<file path="config.mk">
export PLATFORM = sky130hd
export DESIGN_NAME = universal_serial_shift_unit
export DESIGN_NICKNAME = d
export VERILOG_FILES = /design/src/uss_pkg.sv /design/src/universal_serial_shift_unit.sv /design/src/uss_pin_sync.sv
export VERILOG_INCLUDE_DIRS = /design/src
export SDC_FILE = /design/constraint.sdc
export NUM_CORES = 1
export LEC_CHECK = 0
export ABC_AREA = 1
export BUFFER_PORTS_ARGS = -buffer_cell sky130_fd_sc_hd__buf_2
export CORE_UTILIZATION = 27
export DETAILED_ROUTE_END_ITERATION = 16
export SYNTH_ARGS = -nofsm -noshare
export SYNTH_HDL_FRONTEND = slang
export SYNTH_SLANG_ARGS = --single-unit
export TNS_END_PERCENT = 1
</file>
<file path="constraint.sdc">
create_clock -name core_clk -period 2.4 [get_ports core_clk]
set_clock_uncertainty 0.2 [all_clocks]
set_input_delay 0.48 -clock core_clk [delete_from_list [all_inputs] [get_ports core_clk]]
set_output_delay 0.48 -clock core_clk [all_outputs]
set_load 0.1 [all_outputs]
</file>
<file path="src/uss_defines.svh">
// Purpose: Offsets, field positions, reset values of the serial shift unit
// Assumes: 6-bit CPU I/O address, 8-bit data
// Notes: Definitions only
`ifndef USS_DEFINES_SVH
`define USS_DEFINES_SVH

// ----------------------------------------------------------------------
// Register offsets
// ----------------------------------------------------------------------
`define USS_ADDR_CTRL 6'h0d
`define USS_ADDR_STATUS 6'h0e
`define USS_ADDR_DATA 6'h0f

// ----------------------------------------------------------------------
// Status fields
// ----------------------------------------------------------------------
`define USS_ST_START 7
`define USS_ST_WRAP 6
`define USS_ST_STOP 5
`define USS_ST_COLL 4
`define USS_ST_CNT_HI 3
`define USS_ST_CNT_LO 0

// ----------------------------------------------------------------------
// Control fields
// ----------------------------------------------------------------------
`define USS_CT_SIE 7
`define USS_CT_WIE 6
`define USS_CT_WM_HI 5
`define USS_CT_WM_LO 4
`define USS_CT_CS_HI 3
`define USS_CT_CS_LO 2
`define USS_CT_STROBE 1
`define USS_CT_TOGGLE 0

// ----------------------------------------------------------------------
// Reset values and counter top
// ----------------------------------------------------------------------
`define USS_RST_STATUS 8'h00
`define USS_RST_CTRL 8'h00
`define USS_RST_DATA 8'h00
`define USS_RST_CNT 4'h0
`define USS_CNT_TOP 4'hf

`endif

</file>
<file path="src/uss_pkg.sv">
// Purpose: Types of the serial shift unit
// Assumes: Nothing
// Notes: Constants live in uss_defines.svh
package uss_pkg;

	typedef enum logic [1:0] {
		USS_WM_OFF = 2'b00,
		USS_WM_THREE = 2'b01,
		USS_WM_TWO = 2'b10,
		USS_WM_TWO_HOLD = 2'b11
	} uss_wire_e;

	typedef enum logic [1:0] {
		USS_CS_SOFT = 2'b00,
		USS_CS_TIMER = 2'b01,
		USS_CS_EXT_POS = 2'b10,
		USS_CS_EXT_NEG = 2'b11
	} uss_clksel_e;

endpackage : uss_pkg

</file>
<file path="src/universal_serial_shift_unit.sv">
// Purpose: Serial shift engine with edge counter and two-wire control
// Assumes: CPU bus on core_clk, pins asynchronous, timerOvf a pulse
// Notes: Read data appears one cycle after the read strobe
`timescale 1ns/1ps
`default_nettype none
`include "uss_defines.svh"

// Behaviour
// 8-bit shift register read and written directly, no buffer.
// Data out follows top bit through a latch, opposite sampling edge.
// Serial input always comes from the data input pin.
// 4-bit counter, CPU readable and writable, clocked with shifter.
// External clock: counter advances on both clock edges; with strobe select set it counts only toggle strobes.
// Two-wire mode holds clock low after start; hold mode also after wrap.
// Write coinciding with a shift wins; shift is dropped.
// Left shift from external edge, timer overflow or strobe.
// Wire mode off still lets shifter use data and clock inputs.
// External clock: latch open first half; internal: always open.
// Data drives out only when its direction bit is output.
// Status: start, wrap, stop, collision, count; resets to zero.
// Software writes status whole; a written one clears a flag.
// Two-wire mode sets start flag on start condition.
// Other modes, external clock, no strobe: clock edge sets start.
// Start request when start flag and both enables set.
// Start flag cleared by writing one; releases start hold.
// Start request wakes processor from every sleep mode.
// Wrap flag set when counter goes from 15 to 0.
// Wrap request when wrap flag and both enables set.
// Wrap flag cleared by writing one; releases wrap hold.
// Partners keep two-wire clock at most core clock over 16.
// Clock select and strobe select choose shift and count sources.
// Wire mode selects off, three-wire, two-wire, two-wire with hold.
// Two-wire stop condition sets stop flag; write one clears.
// Two-wire: collision reads one when top bit differs from pin.
module universal_serial_shift_unit (
	input wire logic core_clk,
	input wire logic sys_rst,
	input wire logic [5:0] cpuAddr,
	input wire logic [7:0] cpuWrData,
	input wire logic cpuWrEn,
	input wire logic cpuRdEn,
	output logic [7:0] cpuRdData,
	input wire logic globalIrqEnable,
	input wire logic timerOvf,
	input wire logic portDataBit,
	input wire logic dirDo,
	input wire logic dirData,
	input wire logic dirClk,
	input wire logic dataPinIn,
	input wire logic clkPinIn,
	output logic dataPinOut,
	output logic dataPinOe_n,
	output logic clkPinOut,
	output logic clkPinOe_n,
	output logic doPinOut,
	output logic doPinOe_n,
	output logic startIrqReq,
	output logic wrapIrqReq,
	output logic wakeReq
);

	// ------------------------------------------------------------------
	// Pin synchronisers
	// ------------------------------------------------------------------
	logic [1:0] pinLvl;
	logic [1:0] pinRise;
	logic [1:0] pinFall;

	uss_pin_sync #(.WIDTH(2)) u_sync (
		.core_clk(core_clk),
		.sys_rst(sys_rst),
		.pinIn({clkPinIn, dataPinIn}),
		.level(pinLvl),
		.rise(pinRise),
		.fall(pinFall)
	);

	logic sdaLvl;
	logic sclLvl;
	assign sdaLvl = pinLvl[0];
	assign sclLvl = pinLvl[1];

	// ------------------------------------------------------------------
	// State
	// ------------------------------------------------------------------
	logic [7:0] shiftData;
	logic [3:0] edgeCount;
	logic startFlag;
	logic wrapFlag;
	logic stopFlag;
	logic startIrqEn;
	logic wrapIrqEn;
	logic [1:0] wireMode;
	logic [1:0] clkSel;
	logic strobeSel;
	logic clockDriveBit;
	logic latchBit;

	// ------------------------------------------------------------------
	// Decode
	// ------------------------------------------------------------------
	logic wrCtrl;
	logic wrStatus;
	logic wrData;
	assign wrCtrl = cpuWrEn && (cpuAddr == `USS_ADDR_CTRL);
	assign wrStatus = cpuWrEn && (cpuAddr == `USS_ADDR_STATUS);
	assign wrData = cpuWrEn && (cpuAddr == `USS_ADDR_DATA);

	uss_pkg::uss_wire_e wm;
	uss_pkg::uss_clksel_e cs;
	assign wm = uss_pkg::uss_wire_e'(wireMode);
	assign cs = uss_pkg::uss_clksel_e'(clkSel);

	logic twoWire;
	logic extClk;
	assign twoWire = wireMode[1];
	assign extClk = clkSel[1];

	// ------------------------------------------------------------------
	// Clock sources
	// ------------------------------------------------------------------
	logic swStrobe;
	logic tcStrobe;
	logic extShift;
	logic anyEdge;
	logic shiftEvt;
	logic cntEvt;

	assign swStrobe = wrCtrl && cpuWrData[`USS_CT_STROBE]
		&& (cpuWrData[`USS_CT_CS_HI:`USS_CT_CS_LO] == 2'b00);
	assign tcStrobe = wrCtrl && cpuWrData[`USS_CT_TOGGLE]
		&& cpuWrData[`USS_CT_STROBE] && cpuWrData[`USS_CT_CS_HI];
	assign anyEdge = pinRise[1] | pinFall[1];

	always_comb begin
		extShift = 1'b0;
		unique case (cs)
			uss_pkg::USS_CS_SOFT: extShift = 1'b0;
			uss_pkg::USS_CS_TIMER: extShift = 1'b0;
			uss_pkg::USS_CS_EXT_POS: extShift = pinRise[1];
			uss_pkg::USS_CS_EXT_NEG: extShift = pinFall[1];
		endcase
	end

	assign shiftEvt = swStrobe | (cs == uss_pkg::USS_CS_TIMER && timerOvf)
		| extShift;
	assign cntEvt = swStrobe | (cs == uss_pkg::USS_CS_TIMER && timerOvf)
		| (extClk && !strobeSel && anyEdge)
		| tcStrobe;

	// ------------------------------------------------------------------
	// Bus conditions
	// ------------------------------------------------------------------
	logic startCond;
	logic stopCond;
	logic startSet;
	logic stopSet;
	logic wrapSet;
	assign startCond = sclLvl && pinFall[0];
	assign stopCond = sclLvl && pinRise[0];
	assign startSet = (twoWire && startCond)
		|| (!twoWire && extClk && !strobeSel && anyEdge);
	assign stopSet = twoWire && stopCond;
	assign wrapSet = cntEvt && (edgeCount == `USS_CNT_TOP) && !wrStatus;

	// ------------------------------------------------------------------
	// Shift register
	// ------------------------------------------------------------------
	always_ff @(posedge core_clk) begin
		if (sys_rst) begin
			shiftData <= `USS_RST_DATA;
		end else if (wrData) begin
			shiftData <= cpuWrData;
		end else if (shiftEvt) begin
			shiftData <= {shiftData[6:0], sdaLvl};
		end
	end

	// ------------------------------------------------------------------
	// Edge counter
	// ------------------------------------------------------------------
	always_ff @(posedge core_clk) begin
		if (sys_rst) begin
			edgeCount <= `USS_RST_CNT;
		end else if (wrStatus) begin
			edgeCount <= cpuWrData[`USS_ST_CNT_HI:`USS_ST_CNT_LO];
		end else if (cntEvt) begin
			edgeCount <= edgeCount + 4'h1;
		end
	end

	// ------------------------------------------------------------------
	// Flags, set wins over clear for start and stop; any status write blocks the wrap set
	// ------------------------------------------------------------------
	always_ff @(posedge core_clk) begin
		if (sys_rst) begin
			startFlag <= 1'b0;
			wrapFlag <= 1'b0;
			stopFlag <= 1'b0;
		end else begin
			if (startSet) begin
				startFlag <= 1'b1;
			end else if (wrStatus && cpuWrData[`USS_ST_START]) begin
				startFlag <= 1'b0;
			end
			if (wrapSet) begin
				wrapFlag <= 1'b1;
			end else if (wrStatus && cpuWrData[`USS_ST_WRAP]) begin
				wrapFlag <= 1'b0;
			end
			if (stopSet) begin
				stopFlag <= 1'b1;
			end else if (wrStatus && cpuWrData[`USS_ST_STOP]) begin
				stopFlag <= 1'b0;
			end
		end
	end

	// ------------------------------------------------------------------
	// Control register and clock port bit
	// ------------------------------------------------------------------
	always_ff @(posedge core_clk) begin
		if (sys_rst) begin
			{startIrqEn, wrapIrqEn} <= 2'b00;
			wireMode <= 2'b00;
			clkSel <= 2'b00;
			strobeSel <= 1'b0;
		end else if (wrCtrl) begin
			startIrqEn <= cpuWrData[`USS_CT_SIE];
			wrapIrqEn <= cpuWrData[`USS_CT_WIE];
			wireMode <= cpuWrData[`USS_CT_WM_HI:`USS_CT_WM_LO];
			clkSel <= cpuWrData[`USS_CT_CS_HI:`USS_CT_CS_LO];
			strobeSel <= cpuWrData[`USS_CT_STROBE];
		end
	end

	always_ff @(posedge core_clk) begin
		if (sys_rst) begin
			clockDriveBit <= 1'b0;
		end else if (wrCtrl && cpuWrData[`USS_CT_TOGGLE]) begin
			clockDriveBit <= ~clockDriveBit;
		end
	end

	// ------------------------------------------------------------------
	// Output latch
	// ------------------------------------------------------------------
	logic latchOpen;
	assign latchOpen = !extClk || (clkSel[0] ? sclLvl : !sclLvl);

	always_ff @(posedge core_clk) begin
		if (sys_rst) begin
			latchBit <= 1'b0;
		end else if (latchOpen) begin
			latchBit <= shiftData[7];
		end
	end

	// ------------------------------------------------------------------
	// Pin drivers
	// ------------------------------------------------------------------
	logic clkHold;
	assign clkHold = (twoWire && startFlag)
		|| (wm == uss_pkg::USS_WM_TWO_HOLD && wrapFlag);

	always_ff @(posedge core_clk) begin
		if (sys_rst) begin
			doPinOut <= 1'b0;
			doPinOe_n <= 1'b1;
			dataPinOut <= 1'b0;
			dataPinOe_n <= 1'b1;
			clkPinOut <= 1'b0;
			clkPinOe_n <= 1'b1;
		end else begin
			doPinOut <= latchBit;
			doPinOe_n <= !(wm == uss_pkg::USS_WM_THREE && dirDo);
			dataPinOut <= 1'b0;
			dataPinOe_n <= !(twoWire && dirData
				&& (!latchBit || !portDataBit));
			clkPinOut <= (wm == uss_pkg::USS_WM_THREE) ? clockDriveBit : 1'b0;
			if (wm == uss_pkg::USS_WM_THREE) begin
				clkPinOe_n <= !dirClk;
			end else begin
				clkPinOe_n <= !(twoWire && dirClk
					&& (!clockDriveBit || clkHold));
			end
		end
	end

	// ------------------------------------------------------------------
	// Requests
	// ------------------------------------------------------------------
	always_ff @(posedge core_clk) begin
		if (sys_rst) begin
			startIrqReq <= 1'b0;
			wrapIrqReq <= 1'b0;
			wakeReq <= 1'b0;
		end else begin
			startIrqReq <= startFlag && startIrqEn && globalIrqEnable;
			wrapIrqReq <= wrapFlag && wrapIrqEn && globalIrqEnable;
			wakeReq <= startFlag && startIrqEn;
		end
	end

	// ------------------------------------------------------------------
	// Read port
	// ------------------------------------------------------------------
	logic collision;
	assign collision = twoWire && (shiftData[7] != sdaLvl);

	always_ff @(posedge core_clk) begin
		if (sys_rst) begin
			cpuRdData <= 8'h00;
		end else if (cpuRdEn) begin
			unique case (cpuAddr)
				`USS_ADDR_STATUS: cpuRdData <= {startFlag, wrapFlag, stopFlag,
					collision, edgeCount};
				`USS_ADDR_DATA: cpuRdData <= shiftData;
				`USS_ADDR_CTRL: cpuRdData <= {startIrqEn, wrapIrqEn, wireMode,
					clkSel, 2'b00};
				default: cpuRdData <= 8'h00;
			endcase
		end
	end

	// ------------------------------------------------------------------
	// Checks
	// ------------------------------------------------------------------
	write_wins_a: assert property (@(posedge core_clk) disable iff (sys_rst)
		wrData |=> shiftData == $past(cpuWrData))
		else $error("Data write lost");

	left_shift_a: assert property (@(posedge core_clk) disable iff (sys_rst)
		shiftEvt && !wrData |=> shiftData == {$past(shiftData[6:0]),
			$past(sdaLvl)})
		else $error("Shift wrong");

	wrap_set_a: assert property (@(posedge core_clk) disable iff (sys_rst)
		cntEvt && !wrStatus && edgeCount == 4'hf |=> wrapFlag && edgeCount == 4'h0)
		else $error("Wrap not flagged");

	start_irq_a: assert property (@(posedge core_clk) disable iff (sys_rst)
		(startFlag && startIrqEn && globalIrqEnable) [*2] |-> startIrqReq)
		else $error("Start request missing");

	wrap_irq_a: assert property (@(posedge core_clk) disable iff (sys_rst)
		$past(wrapFlag && wrapIrqEn) && !$past(globalIrqEnable) |-> !wrapIrqReq)
		else $error("Wrap request ungated");

	start_clear_a: assert property (@(posedge core_clk) disable iff (sys_rst)
		wrStatus && cpuWrData[7] && !startSet |=> !startFlag)
		else $error("Start flag not cleared");

	start_sticky_a: assert property (@(posedge core_clk) disable iff (sys_rst)
		startSet |=> startFlag)
		else $error("Start event lost");

	scl_hold_a: assert property (@(posedge core_clk) disable iff (sys_rst)
		(twoWire && startFlag && dirClk) [*2] |-> !clkPinOe_n && !clkPinOut)
		else $error("Clock not held");

	do_dir_a: assert property (@(posedge core_clk) disable iff (sys_rst)
		!dirDo |=> doPinOe_n)
		else $error("Data out driven without direction");

	count_both_a: assert property (@(posedge core_clk) disable iff (sys_rst)
		extClk && !strobeSel && !wrStatus && pinFall[1]
		|=> edgeCount == $past(edgeCount) + 4'h1)
		else $error("Falling edge not counted");

endmodule : universal_serial_shift_unit

`default_nettype wire

</file>
<file path="src/uss_pin_sync.sv">
// Purpose: Two-stage synchroniser with edge detection for pin inputs
// Assumes: Inputs asynchronous to core_clk
// Notes: First stage feeds only the second stage
`timescale 1ns/1ps
`default_nettype none

module uss_pin_sync #(
	parameter int WIDTH = 2
) (
	input wire logic core_clk,
	input wire logic sys_rst,
	input wire logic [WIDTH-1:0] pinIn,
	output logic [WIDTH-1:0] level,
	output logic [WIDTH-1:0] rise,
	output logic [WIDTH-1:0] fall
);

	logic [WIDTH-1:0] stage1;
	logic [WIDTH-1:0] stage2;
	logic [WIDTH-1:0] prev;

	// ------------------------------------------------------------------
	// Synchroniser and edge history
	// ------------------------------------------------------------------
	always_ff @(posedge core_clk) begin
		if (sys_rst) begin
			stage1 <= '1;
			stage2 <= '1;
			prev <= '1;
		end else begin
			stage1 <= pinIn;
			stage2 <= stage1;
			prev <= stage2;
		end
	end

	genvar i;
	generate
		for (i = 0; i < WIDTH; i++) begin : g_edge
			assign level[i] = stage2[i];
			assign rise[i] = stage2[i] & ~prev[i];
			assign fall[i] = ~stage2[i] & prev[i];
		end
	endgenerate

endmodule : uss_pin_sync

`default_nettype wire

</file>
==> metrics.txt, run 1 <==
# TYPE chip_impl_metric gauge
chip_impl_metric{name="power.share.switching",unit="%"} 23.44
chip_impl_metric{name="share_seq_of_total_power",unit="%"} 53.5
chip_impl_info{name="criticalPathCategory",value="flip-flop to flip-flop"} 1
chip_impl_metric{name="detailroute.via_count",unit=""} 1994
chip_impl_metric{name="ctsLongestPathBuffers",unit=""} 2
chip_impl_info{name="cp_top_family",value="simple AND/OR/NAND/NOR gates"} 1
chip_impl_metric{name="detail_route.wirelength",unit="um"} 5470
chip_impl_info{name="top_post_synthesis_cells_by_area",value="dfxtp_1 (42%), nand2_1 (10%), a21oi_1 (5.9%)"} 1
chip_impl_metric{name="power.clock.fraction",unit="%"} 40.1
chip_impl_metric{name="overflow",unit=""} 0
chip_impl_metric{name="whs_path_depth",unit=""} 2
chip_impl_metric{name="dieArea",unit="um2"} 8507
chip_impl_metric{name="internal-power",unit="mW"} 1.106
chip_impl_metric{name="drv.max_cap_violation_count",unit=""} 0
chip_impl_info{name="timing.critical_path.cells",value="inv_1 -> ha_1 -> nor3_1 -> nor2_1 -> nand3_2 -> inv_2 -> nor2_1 -> nor2_1"} 1
chip_impl_info{name="worst_r2r_endpoint",value="edgeCount[1]$_SDFFE_PP0P_"} 1
chip_impl_info{name="rsz0062_at_grt",value="no"} 1
chip_impl_info{name="hp-start",value="clkPinIn"} 1
chip_impl_metric{name="initial_utilization",unit="%"} 28.16
chip_impl_metric{name="route.detailed.wl_per_inst",unit="um"} 12.72
chip_impl_metric{name="antenna_cells",unit=""} 0
chip_impl_metric{name="cp_data_arrival_time",unit="ps"} 1950
chip_impl_metric{name="period_needed",unit="ps"} 1947
chip_impl_metric{name="drcViolationCount",unit=""} 0
chip_impl_info{name="crit_top_cell",value="nor2_1"} 1
chip_impl_metric{name="combPwrFrac",unit="%"} 6.4
chip_impl_metric{name="worst-r2r-cell-count",unit=""} 8
chip_impl_metric{name="hpwl",unit="um"} 4234
chip_impl_info{name="synth_commonest_cells",value="nand2_1 (60), dfxtp_1 (46), inv_1 (32)"} 1
chip_impl_metric{name="netlist_area",unit="um2"} 2198
chip_impl_metric{name="ant_nets",unit=""} 0
chip_impl_info{name="tritoncts",value="done"} 1
chip_impl_metric{name="synth-seq-cells",unit=""} 46
chip_impl_metric{name="crit_required",unit="ps"} 2410
chip_impl_metric{name="synthesis.area_per_instance",unit="um2"} 7.607
chip_impl_info{name="yosys.cell_count.top_type",value="nand2_1"} 1
chip_impl_metric{name="finalSetupViolCount",unit=""} 0
chip_impl_metric{name="post_cts_resized",unit=""} 0
chip_impl_metric{name="syn_to_final_growth",unit="%"} 17.25
chip_impl_metric{name="detailedRoute.firstIterationViolations",unit=""} 136
chip_impl_info{name="worstSetupEndpointType",value="flip-flop"} 1
chip_impl_metric{name="pin_count",unit=""} 43
chip_impl_info{name="hold_class",value="input pin to flip-flop"} 1
chip_impl_info{name="top_layer",value="met4"} 1
chip_impl_metric{name="edff_count_synth",unit=""} 0
chip_impl_metric{name="post-place-ws",unit="ps"} 362.4
chip_impl_metric{name="drive_gt1_share",unit="%"} 25.30
chip_impl_metric{name="final_cells",unit=""} 430
chip_impl_metric{name="tritoncts_num_sinks",unit=""} 46
chip_impl_info{name="synth_largest_area_cell",value="dfxtp_1"} 1
chip_impl_info{name="run_status",value="finished, final reports clean"} 1
chip_impl_metric{name="syn_inst",unit=""} 289
chip_impl_metric{name="synth_top_cell_area_share",unit="%"} 41.89
chip_impl_metric{name="globalplace.congestion",unit=""} 0.9429
chip_impl_metric{name="report.final.hold_viol_count",unit=""} 0
chip_impl_metric{name="crit_path_max_incr_delay",unit="ps"} 430
chip_impl_metric{name="power.switching",unit="mW"} 0.3386
chip_impl_metric{name="synthesis.yosys.warnings",unit=""} 0
chip_impl_metric{name="grt_pass1_vias",unit=""} 1899
chip_impl_metric{name="viasPerCell",unit=""} 4.637
chip_impl_metric{name="numPlacedInstances",unit=""} 422
chip_impl_metric{name="grt_start_max_net_pins",unit=""} 25
chip_impl_metric{name="ys_async_sr_fraction",unit="%"} 0
chip_impl_metric{name="path_max_fanout",unit=""} 5
chip_impl_metric{name="timing.hold.ws",unit="ps"} 154.0
chip_impl_metric{name="routed-wl-met3",unit="um"} 249
chip_impl_metric{name="finalCritPeriodShare",unit="%"} 81.13
chip_impl_metric{name="rows",unit=""} 32
chip_impl_metric{name="timing.final.max_slew_violations",unit=""} 0
chip_impl_metric{name="clock_tree.htree_level_count",unit=""} 2
chip_impl_metric{name="clk-insertion-delay-late",unit="ps"} 300
chip_impl_metric{name="cts.repair_timing.setup_buffer_count",unit=""} 0
chip_impl_metric{name="cts_buffers",unit=""} 5
chip_impl_metric{name="synth_cell_types",unit=""} 33
chip_impl_metric{name="detail_route.wirelength.met1",unit="um"} 2644
chip_impl_metric{name="worst-path-buf-inv",unit=""} 2
chip_impl_metric{name="placement.io_buffers",unit=""} 41
chip_impl_info{name="hold_path_end",value="u_sync.stage1[1]$_SDFF_PP1_"} 1
chip_impl_info{name="timing.rr.start",value="u_sync.level[1]$_SDFF_PP1_"} 1
chip_impl_metric{name="cellLeakagePower",unit="nW"} 1.039
chip_impl_metric{name="groute.usage.overall",unit="%"} 14.13
chip_impl_metric{name="max_clock_freq",unit="MHz"} 513.6
chip_impl_metric{name="cts_hold_repair.buffers",unit=""} 0
chip_impl_info{name="crit_path_top_delay_cell",value="dfxtp_1"} 1
chip_impl_metric{name="placeableCoreArea",unit="um2"} 7807
chip_impl_metric{name="ys_seq_area_share",unit="%"} 41.89
chip_impl_metric{name="setup_slack",unit="ps"} 452.8
chip_impl_metric{name="grt_antenna_before_repair",unit=""} 0
chip_impl_info{name="critical_path.startpoint_type",value="flip-flop"} 1
chip_impl_metric{name="firstDrtPassIters",unit=""} 4
chip_impl_metric{name="filler_cell_count",unit=""} 839
chip_impl_info{name="synth-main-ff-cell",value="dfxtp_1"} 1
chip_impl_metric{name="fin_total_pwr",unit="mW"} 1.445
chip_impl_metric{name="die_width",unit="um"} 92.24
chip_impl_metric{name="dieHeight",unit="um"} 92.24
chip_impl_metric{name="synth_nets",unit=""} 318
chip_impl_metric{name="detailroute.wirelength.met2",unit="um"} 2462
chip_impl_metric{name="setup.reg_to_reg.worst_slack",unit="ps"} 450
chip_impl_metric{name="global_route_wire_length_before_repair",unit="um"} 9321
chip_impl_metric{name="finalSetupTns",unit="ps"} 0
chip_impl_metric{name="max-vdd-ir-drop",unit="V"} 0.0001950
chip_impl_metric{name="powerDensity",unit="nW/um2"} 560.5
chip_impl_metric{name="path_clk_slew",unit="ps"} 80
chip_impl_info{name="cts-root-buf",value="clkbuf_8"} 1
chip_impl_metric{name="nets",unit=""} 356
-- layout make-up --
cell class / count / area (um2) / area share [%]
Tap cell: 102 / 127.6 / 4.951
Inverter: 38 / 143.9 / 5.583
Timing Repair Buffer: 42 / 212.7 / 8.252
Multi-Input combinational cell: 194 / 1059 / 41.07
Sequential cell: 46 / 920.9 / 35.73
Clock buffer: 5 / 68.82 / 2.670
Clock inverter: 3 / 45.04 / 1.748
-- logic make-up after synthesis --
family | count (synthesis) | share of synthesized area, %
simple gates | 120 | 27.43
buf+inv | 49 | 9.960
compound gates | 68 | 18.04
fa+ha+maj | 3 | 1.708
flops | 46 | 41.89
other cells | 1 | 0.1706
xor+xnor | 2 | 0.7970
-- worst max-delay path by stage --
stage	end	startpoint	slack, ps	cells past startpoint
6_report	edgeCount[1]$_SDFFE_PP0P_	u_sync.level[1]$_SDFF_PP1_	450	8
5_1_grt	edgeCount[0]$_SDFFE_PP0P_	u_sync.level[1]$_SDFF_PP1_	320	8
4_1_cts	edgeCount[0]$_SDFFE_PP0P_	u_sync.level[1]$_SDFF_PP1_	450	8
3_5_place_dp	clockDriveBit$_SDFFE_PP0N_	cpuAddr[5]	360	9
3_3_place_gp	clockDriveBit$_SDFFE_PP0N_	cpuAddr[5]	390	9
2_1_floorplan	clockDriveBit$_SDFFE_PP0N_	cpuAddr[5]	720	8
-- metal layers --
metal | up-vias | GRT usage [%]
li1 | 1030 | -
met1 | 903 | 18.66
met2 | 51 | 22.64
met3 | 10 | 2.985
met4 | 0 | 5.078
met5 | - | 0
-- flip-flops by register name (all words and copies together), names as in the netlist, 2 cells and up --
signal	count
edgeCount	4
clkSel	2
shiftData	8
u_sync.level	2
cpuRdData	8
wireMode	2
u_sync.prev	2
u_sync.stage1	2
-- power by group through the flow --
stage	clock (mW)	sequential (mW)	combinational [mW]
floorplan	0	0.791	0.0526
global placement	0	0.791	0.0931
detailed placement	0	0.791	0.0940
CTS	0.593	0.773	0.0944
global route	0.628	0.774	0.105
finish	0.579	0.773	0.0931
-- placed cells by master, fill, tap and decap left out, types with 2 or more instances in the layout --
master and n:
a21oi_1 26, a21oi_2 6, buf_2 41, clkbuf_8 5, clkinvlp_4 2, dfxtp_1 46, ha_1 3, inv_1 32
inv_2 5, nand2_1 60, nand2_2 4, nand3_1 8, nand3_2 2, nand4_1 12, nand4_2 2, nor2_1 16
nor2_4 3, nor3_1 2, nor4_1 3, o211ai_1 4, o21ai_0 19, o21ai_1 6, o21ai_2 2, o221ai_1 2
or2_2 6, xor2_1 2
-- per-stage QoR --
stage / cell area, um2 / utilization, %
2_1_floorplan: 2198 / -
3_3_place_gp: 2464 / 31.55
3_5_place_dp: 2464 / 31.55
4_1_cts: 2577 / 33.01
5_1_grt: 2577 / 33.01
6_report: 2577 / 33.01
Note: power is estimated with default switching activity, not from simulation.
==> run 2, diff against run 1 <==
==> constraint.sdc (replaced) <==
create_clock -name core_clk -period 1.59 [get_ports core_clk]
set_clock_uncertainty 0.2 [all_clocks]
set_input_delay 0.318 -clock core_clk [delete_from_list [all_inputs] [get_ports core_clk]]
set_output_delay 0.318 -clock core_clk [all_outputs]
set_load 0.1 [all_outputs]
==> metrics.txt, run 2 (same netlist as run 1, synthesis figures left out) <==
# TYPE chip_impl_metric gauge
chip_impl_metric{name="cellLeakagePower",unit="nW"} 1.177
chip_impl_metric{name="detail_route.wirelength",unit="um"} 5817
chip_impl_metric{name="globalplace.congestion",unit=""} 0.8988
chip_impl_metric{name="groute.layer.met1.usage",unit="%"} 19.40
chip_impl_metric{name="global_route_wire_length_before_repair",unit="um"} 9639
chip_impl_info{name="timing.rr.start",value="u_sync.level[1]$_SDFF_PP1_"} 1
chip_impl_metric{name="cp_data_arrival_time",unit="ps"} 1040
chip_impl_metric{name="setup.reg_to_reg.worst_slack",unit="ps"} 50
chip_impl_info{name="hp-start",value="dirClk"} 1
chip_impl_metric{name="timing.hold.ws",unit="ps"} -0.7960
chip_impl_metric{name="dieArea",unit="um2"} 8507
chip_impl_info{name="worst_r2r_endpoint",value="shiftData[5]$_SDFFE_PP0P_"} 1
chip_impl_info{name="cts-root-buf",value="clkbuf_8"} 1
chip_impl_info{name="crit_path_top_delay_cell",value="buf_2"} 1
chip_impl_info{name="layout_top_registers",value="cpuRdData x8, shiftData x8, edgeCount x4"} 1
chip_impl_metric{name="path_max_fanout",unit=""} 1
chip_impl_info{name="criticalPathCategory",value="flip-flop to primary output"} 1
chip_impl_metric{name="post-place-ws",unit="ps"} -168.6
chip_impl_metric{name="syn_to_final_growth",unit="%"} 33.64
chip_impl_metric{name="finalCritPeriodShare",unit="%"} 97.94
chip_impl_info{name="commonest_non_fill_non_tap_cells_in_the_layout",value="nand2_1 (59), dfxtp_1 (43), buf_2 (33)"} 1
chip_impl_metric{name="firstDrtPassIters",unit=""} 4
chip_impl_metric{name="drv.max_cap_violation_count",unit=""} 0
chip_impl_info{name="critical_path.startpoint_type",value="flip-flop"} 1
chip_impl_info{name="cp_top_family",value="buffers and inverters"} 1
chip_impl_metric{name="detailedRoute.firstIterationViolations",unit=""} 143
chip_impl_metric{name="dieHeight",unit="um"} 92.24
chip_impl_metric{name="period_needed",unit="ps"} 1557
chip_impl_metric{name="clock_tree.htree_level_count",unit=""} 2
chip_impl_metric{name="path_clk_slew",unit="ps"} 90
chip_impl_metric{name="rows",unit=""} 32
chip_impl_metric{name="tritoncts_num_sinks",unit=""} 46
chip_impl_info{name="hold_class",value="input pin to flip-flop"} 1
chip_impl_metric{name="nets",unit=""} 378
chip_impl_metric{name="max-vdd-ir-drop",unit="V"} 0.0003641
chip_impl_metric{name="crit_required",unit="ps"} 1070
chip_impl_metric{name="report.final.hold_viol_count",unit=""} 1
chip_impl_metric{name="hpwl",unit="um"} 4453
chip_impl_metric{name="finalSetupViolCount",unit=""} 0
chip_impl_metric{name="worst-path-buf-inv",unit=""} 1
chip_impl_metric{name="whs_path_depth",unit=""} 2
chip_impl_info{name="final_common_cell",value="nand2_1"} 1
chip_impl_metric{name="placeableCoreArea",unit="um2"} 7807
chip_impl_metric{name="postLayoutCellArea",unit="um2"} 2938
chip_impl_metric{name="drive_gt1_share",unit="%"} 32.57
chip_impl_metric{name="placement.io_buffers",unit=""} 41
chip_impl_metric{name="route.detailed.wl_per_inst",unit="um"} 12.87
chip_impl_metric{name="pin_count",unit=""} 43
chip_impl_info{name="tritoncts",value="done"} 1
chip_impl_metric{name="cts_buffers",unit=""} 5
chip_impl_metric{name="placedInstanceArea",unit="um2"} 2719
chip_impl_metric{name="ant_nets",unit=""} 0
chip_impl_metric{name="grt_antenna_before_repair",unit=""} 0
chip_impl_metric{name="overflow",unit=""} 0
chip_impl_metric{name="powerDensity",unit="nW/um2"} 754.4
chip_impl_metric{name="grt_start_max_net_pins",unit=""} 33
chip_impl_info{name="worstSetupEndpointType",value="primary output"} 1
chip_impl_metric{name="crit_path_max_incr_delay",unit="ps"} 410
chip_impl_metric{name="detailroute.via_count",unit=""} 2105
chip_impl_metric{name="clk-insertion-delay-late",unit="ps"} 310
chip_impl_metric{name="grt.met3_usage",unit="%"} 2.570
chip_impl_info{name="timing.critical_path.cells",value="buf_2"} 1
chip_impl_metric{name="use_met2",unit="%"} 23.94
chip_impl_info{name="hold_path_end",value="clkPinOe_n$_SDFF_PP1_"} 1
chip_impl_metric{name="initial_utilization",unit="%"} 28.16
chip_impl_metric{name="max_clock_freq",unit="MHz"} 642.2
chip_impl_metric{name="antenna_cells",unit=""} 0
chip_impl_metric{name="viasPerCell",unit=""} 4.657
chip_impl_metric{name="drcViolationCount",unit=""} 0
chip_impl_metric{name="grt_pass1_vias",unit=""} 1975
chip_impl_info{name="busiest_layer",value="met2"} 1
chip_impl_metric{name="groute.usage.overall",unit="%"} 14.78
chip_impl_metric{name="setup_slack",unit="ps"} 32.74
chip_impl_metric{name="ctsLongestPathBuffers",unit=""} 2
chip_impl_metric{name="die_width",unit="um"} 92.24
chip_impl_info{name="run_status",value="finished, violations left"} 1
chip_impl_metric{name="timing.final.max_slew_violations",unit=""} 0
chip_impl_info{name="rsz0062_at_grt",value="yes"} 1
chip_impl_metric{name="worst-r2r-cell-count",unit=""} 8
chip_impl_info{name="violated_checks",value="negative hold slack"} 1
==> run 2: metal layers <==
| metal | share of wire (%) | vias to the layer above |
|---|---|---|
| met5 | 0 | - |
| met4 | 2.3 | 0 |
| met3 | 4.7 | 9 |
| met2 | 45 | 58 |
| met1 | 48 | 964 |
| li1 | - | 1074 |
==> run 2: how the worst max path moves through the flow <==
stage | start | end | slack [ps] | depth (start not counted)
4_1_cts | u_sync.level[1]$_SDFF_PP1_ | shiftData[3]$_SDFFE_PP0P_ | -10 | 8
5_1_grt | u_sync.level[1]$_SDFF_PP1_ | edgeCount[1]$_SDFFE_PP0P_ | -30 | 9
3_3_place_gp | cpuAddr[3] | edgeCount[1]$_SDFFE_PP0P_ | -120 | 12
3_5_place_dp | cpuAddr[5] | shiftData[0]$_SDFFE_PP0P_ | -170 | 10
2_1_floorplan | u_sync.level[1]$_SDFF_PP1_ | edgeCount[0]$_SDFFE_PP0P_ | 6 | 8
6_report | clkPinOut$_SDFF_PP0_ | clkPinOut | 30 | 1
==> run 2: where the power goes <==
part / internal (mW) / leakage (nW) / switching (mW)
clock network: 0.469 / 0.0514 / 0.407
logic: 0.0642 / 0.754 / 0.109
registers: 1.16 / 0.372 / 0.00602
total: 1.69 / 1.18 / 0.522
==> run 2: final cells by class <==
class | count | area, um2
well taps | 102 | 127.6
clock inverters | 2 | 37.54
inverters | 38 | 146.4
multi-input cells | 194 | 1120
fillers | 823 | 4870
clock buffers | 6 | 72.57
flip-flops and latches | 46 | 924.6
repair buffers | 64 | 509.2
==> run 2: stage by stage <==
| stage | util [%] | power [mW] | std cells | hold slack, ps | TNS (ps) |
|---|---|---|---|---|---|
| detailed placement | 34.82 | 1.352 | 440 | 193.3 | -3343 |
| finish | 37.63 | 2.216 | 452 | -0.7960 | 0 |
| global placement | 34.82 | 1.350 | 440 | 195.7 | -1993 |
| CTS | 36.99 | 2.232 | 451 | 3.375 | -15.76 |
| floorplan | - | 1.274 | 289 | 189.5 | 0 |
| global route | 37.63 | 2.307 | 452 | 0.3443 | -47.46 |
==> run 2: what timing repair did <==
action                                 in CTS  in global routing
pin swaps                                   1                 14
buffers inserted                            0                  1
hold buffers                                3                  0
gates resized for setup                     6                 14
endpoints found under the hold margin       3                  0
setup endpoints to repair                   9                 14
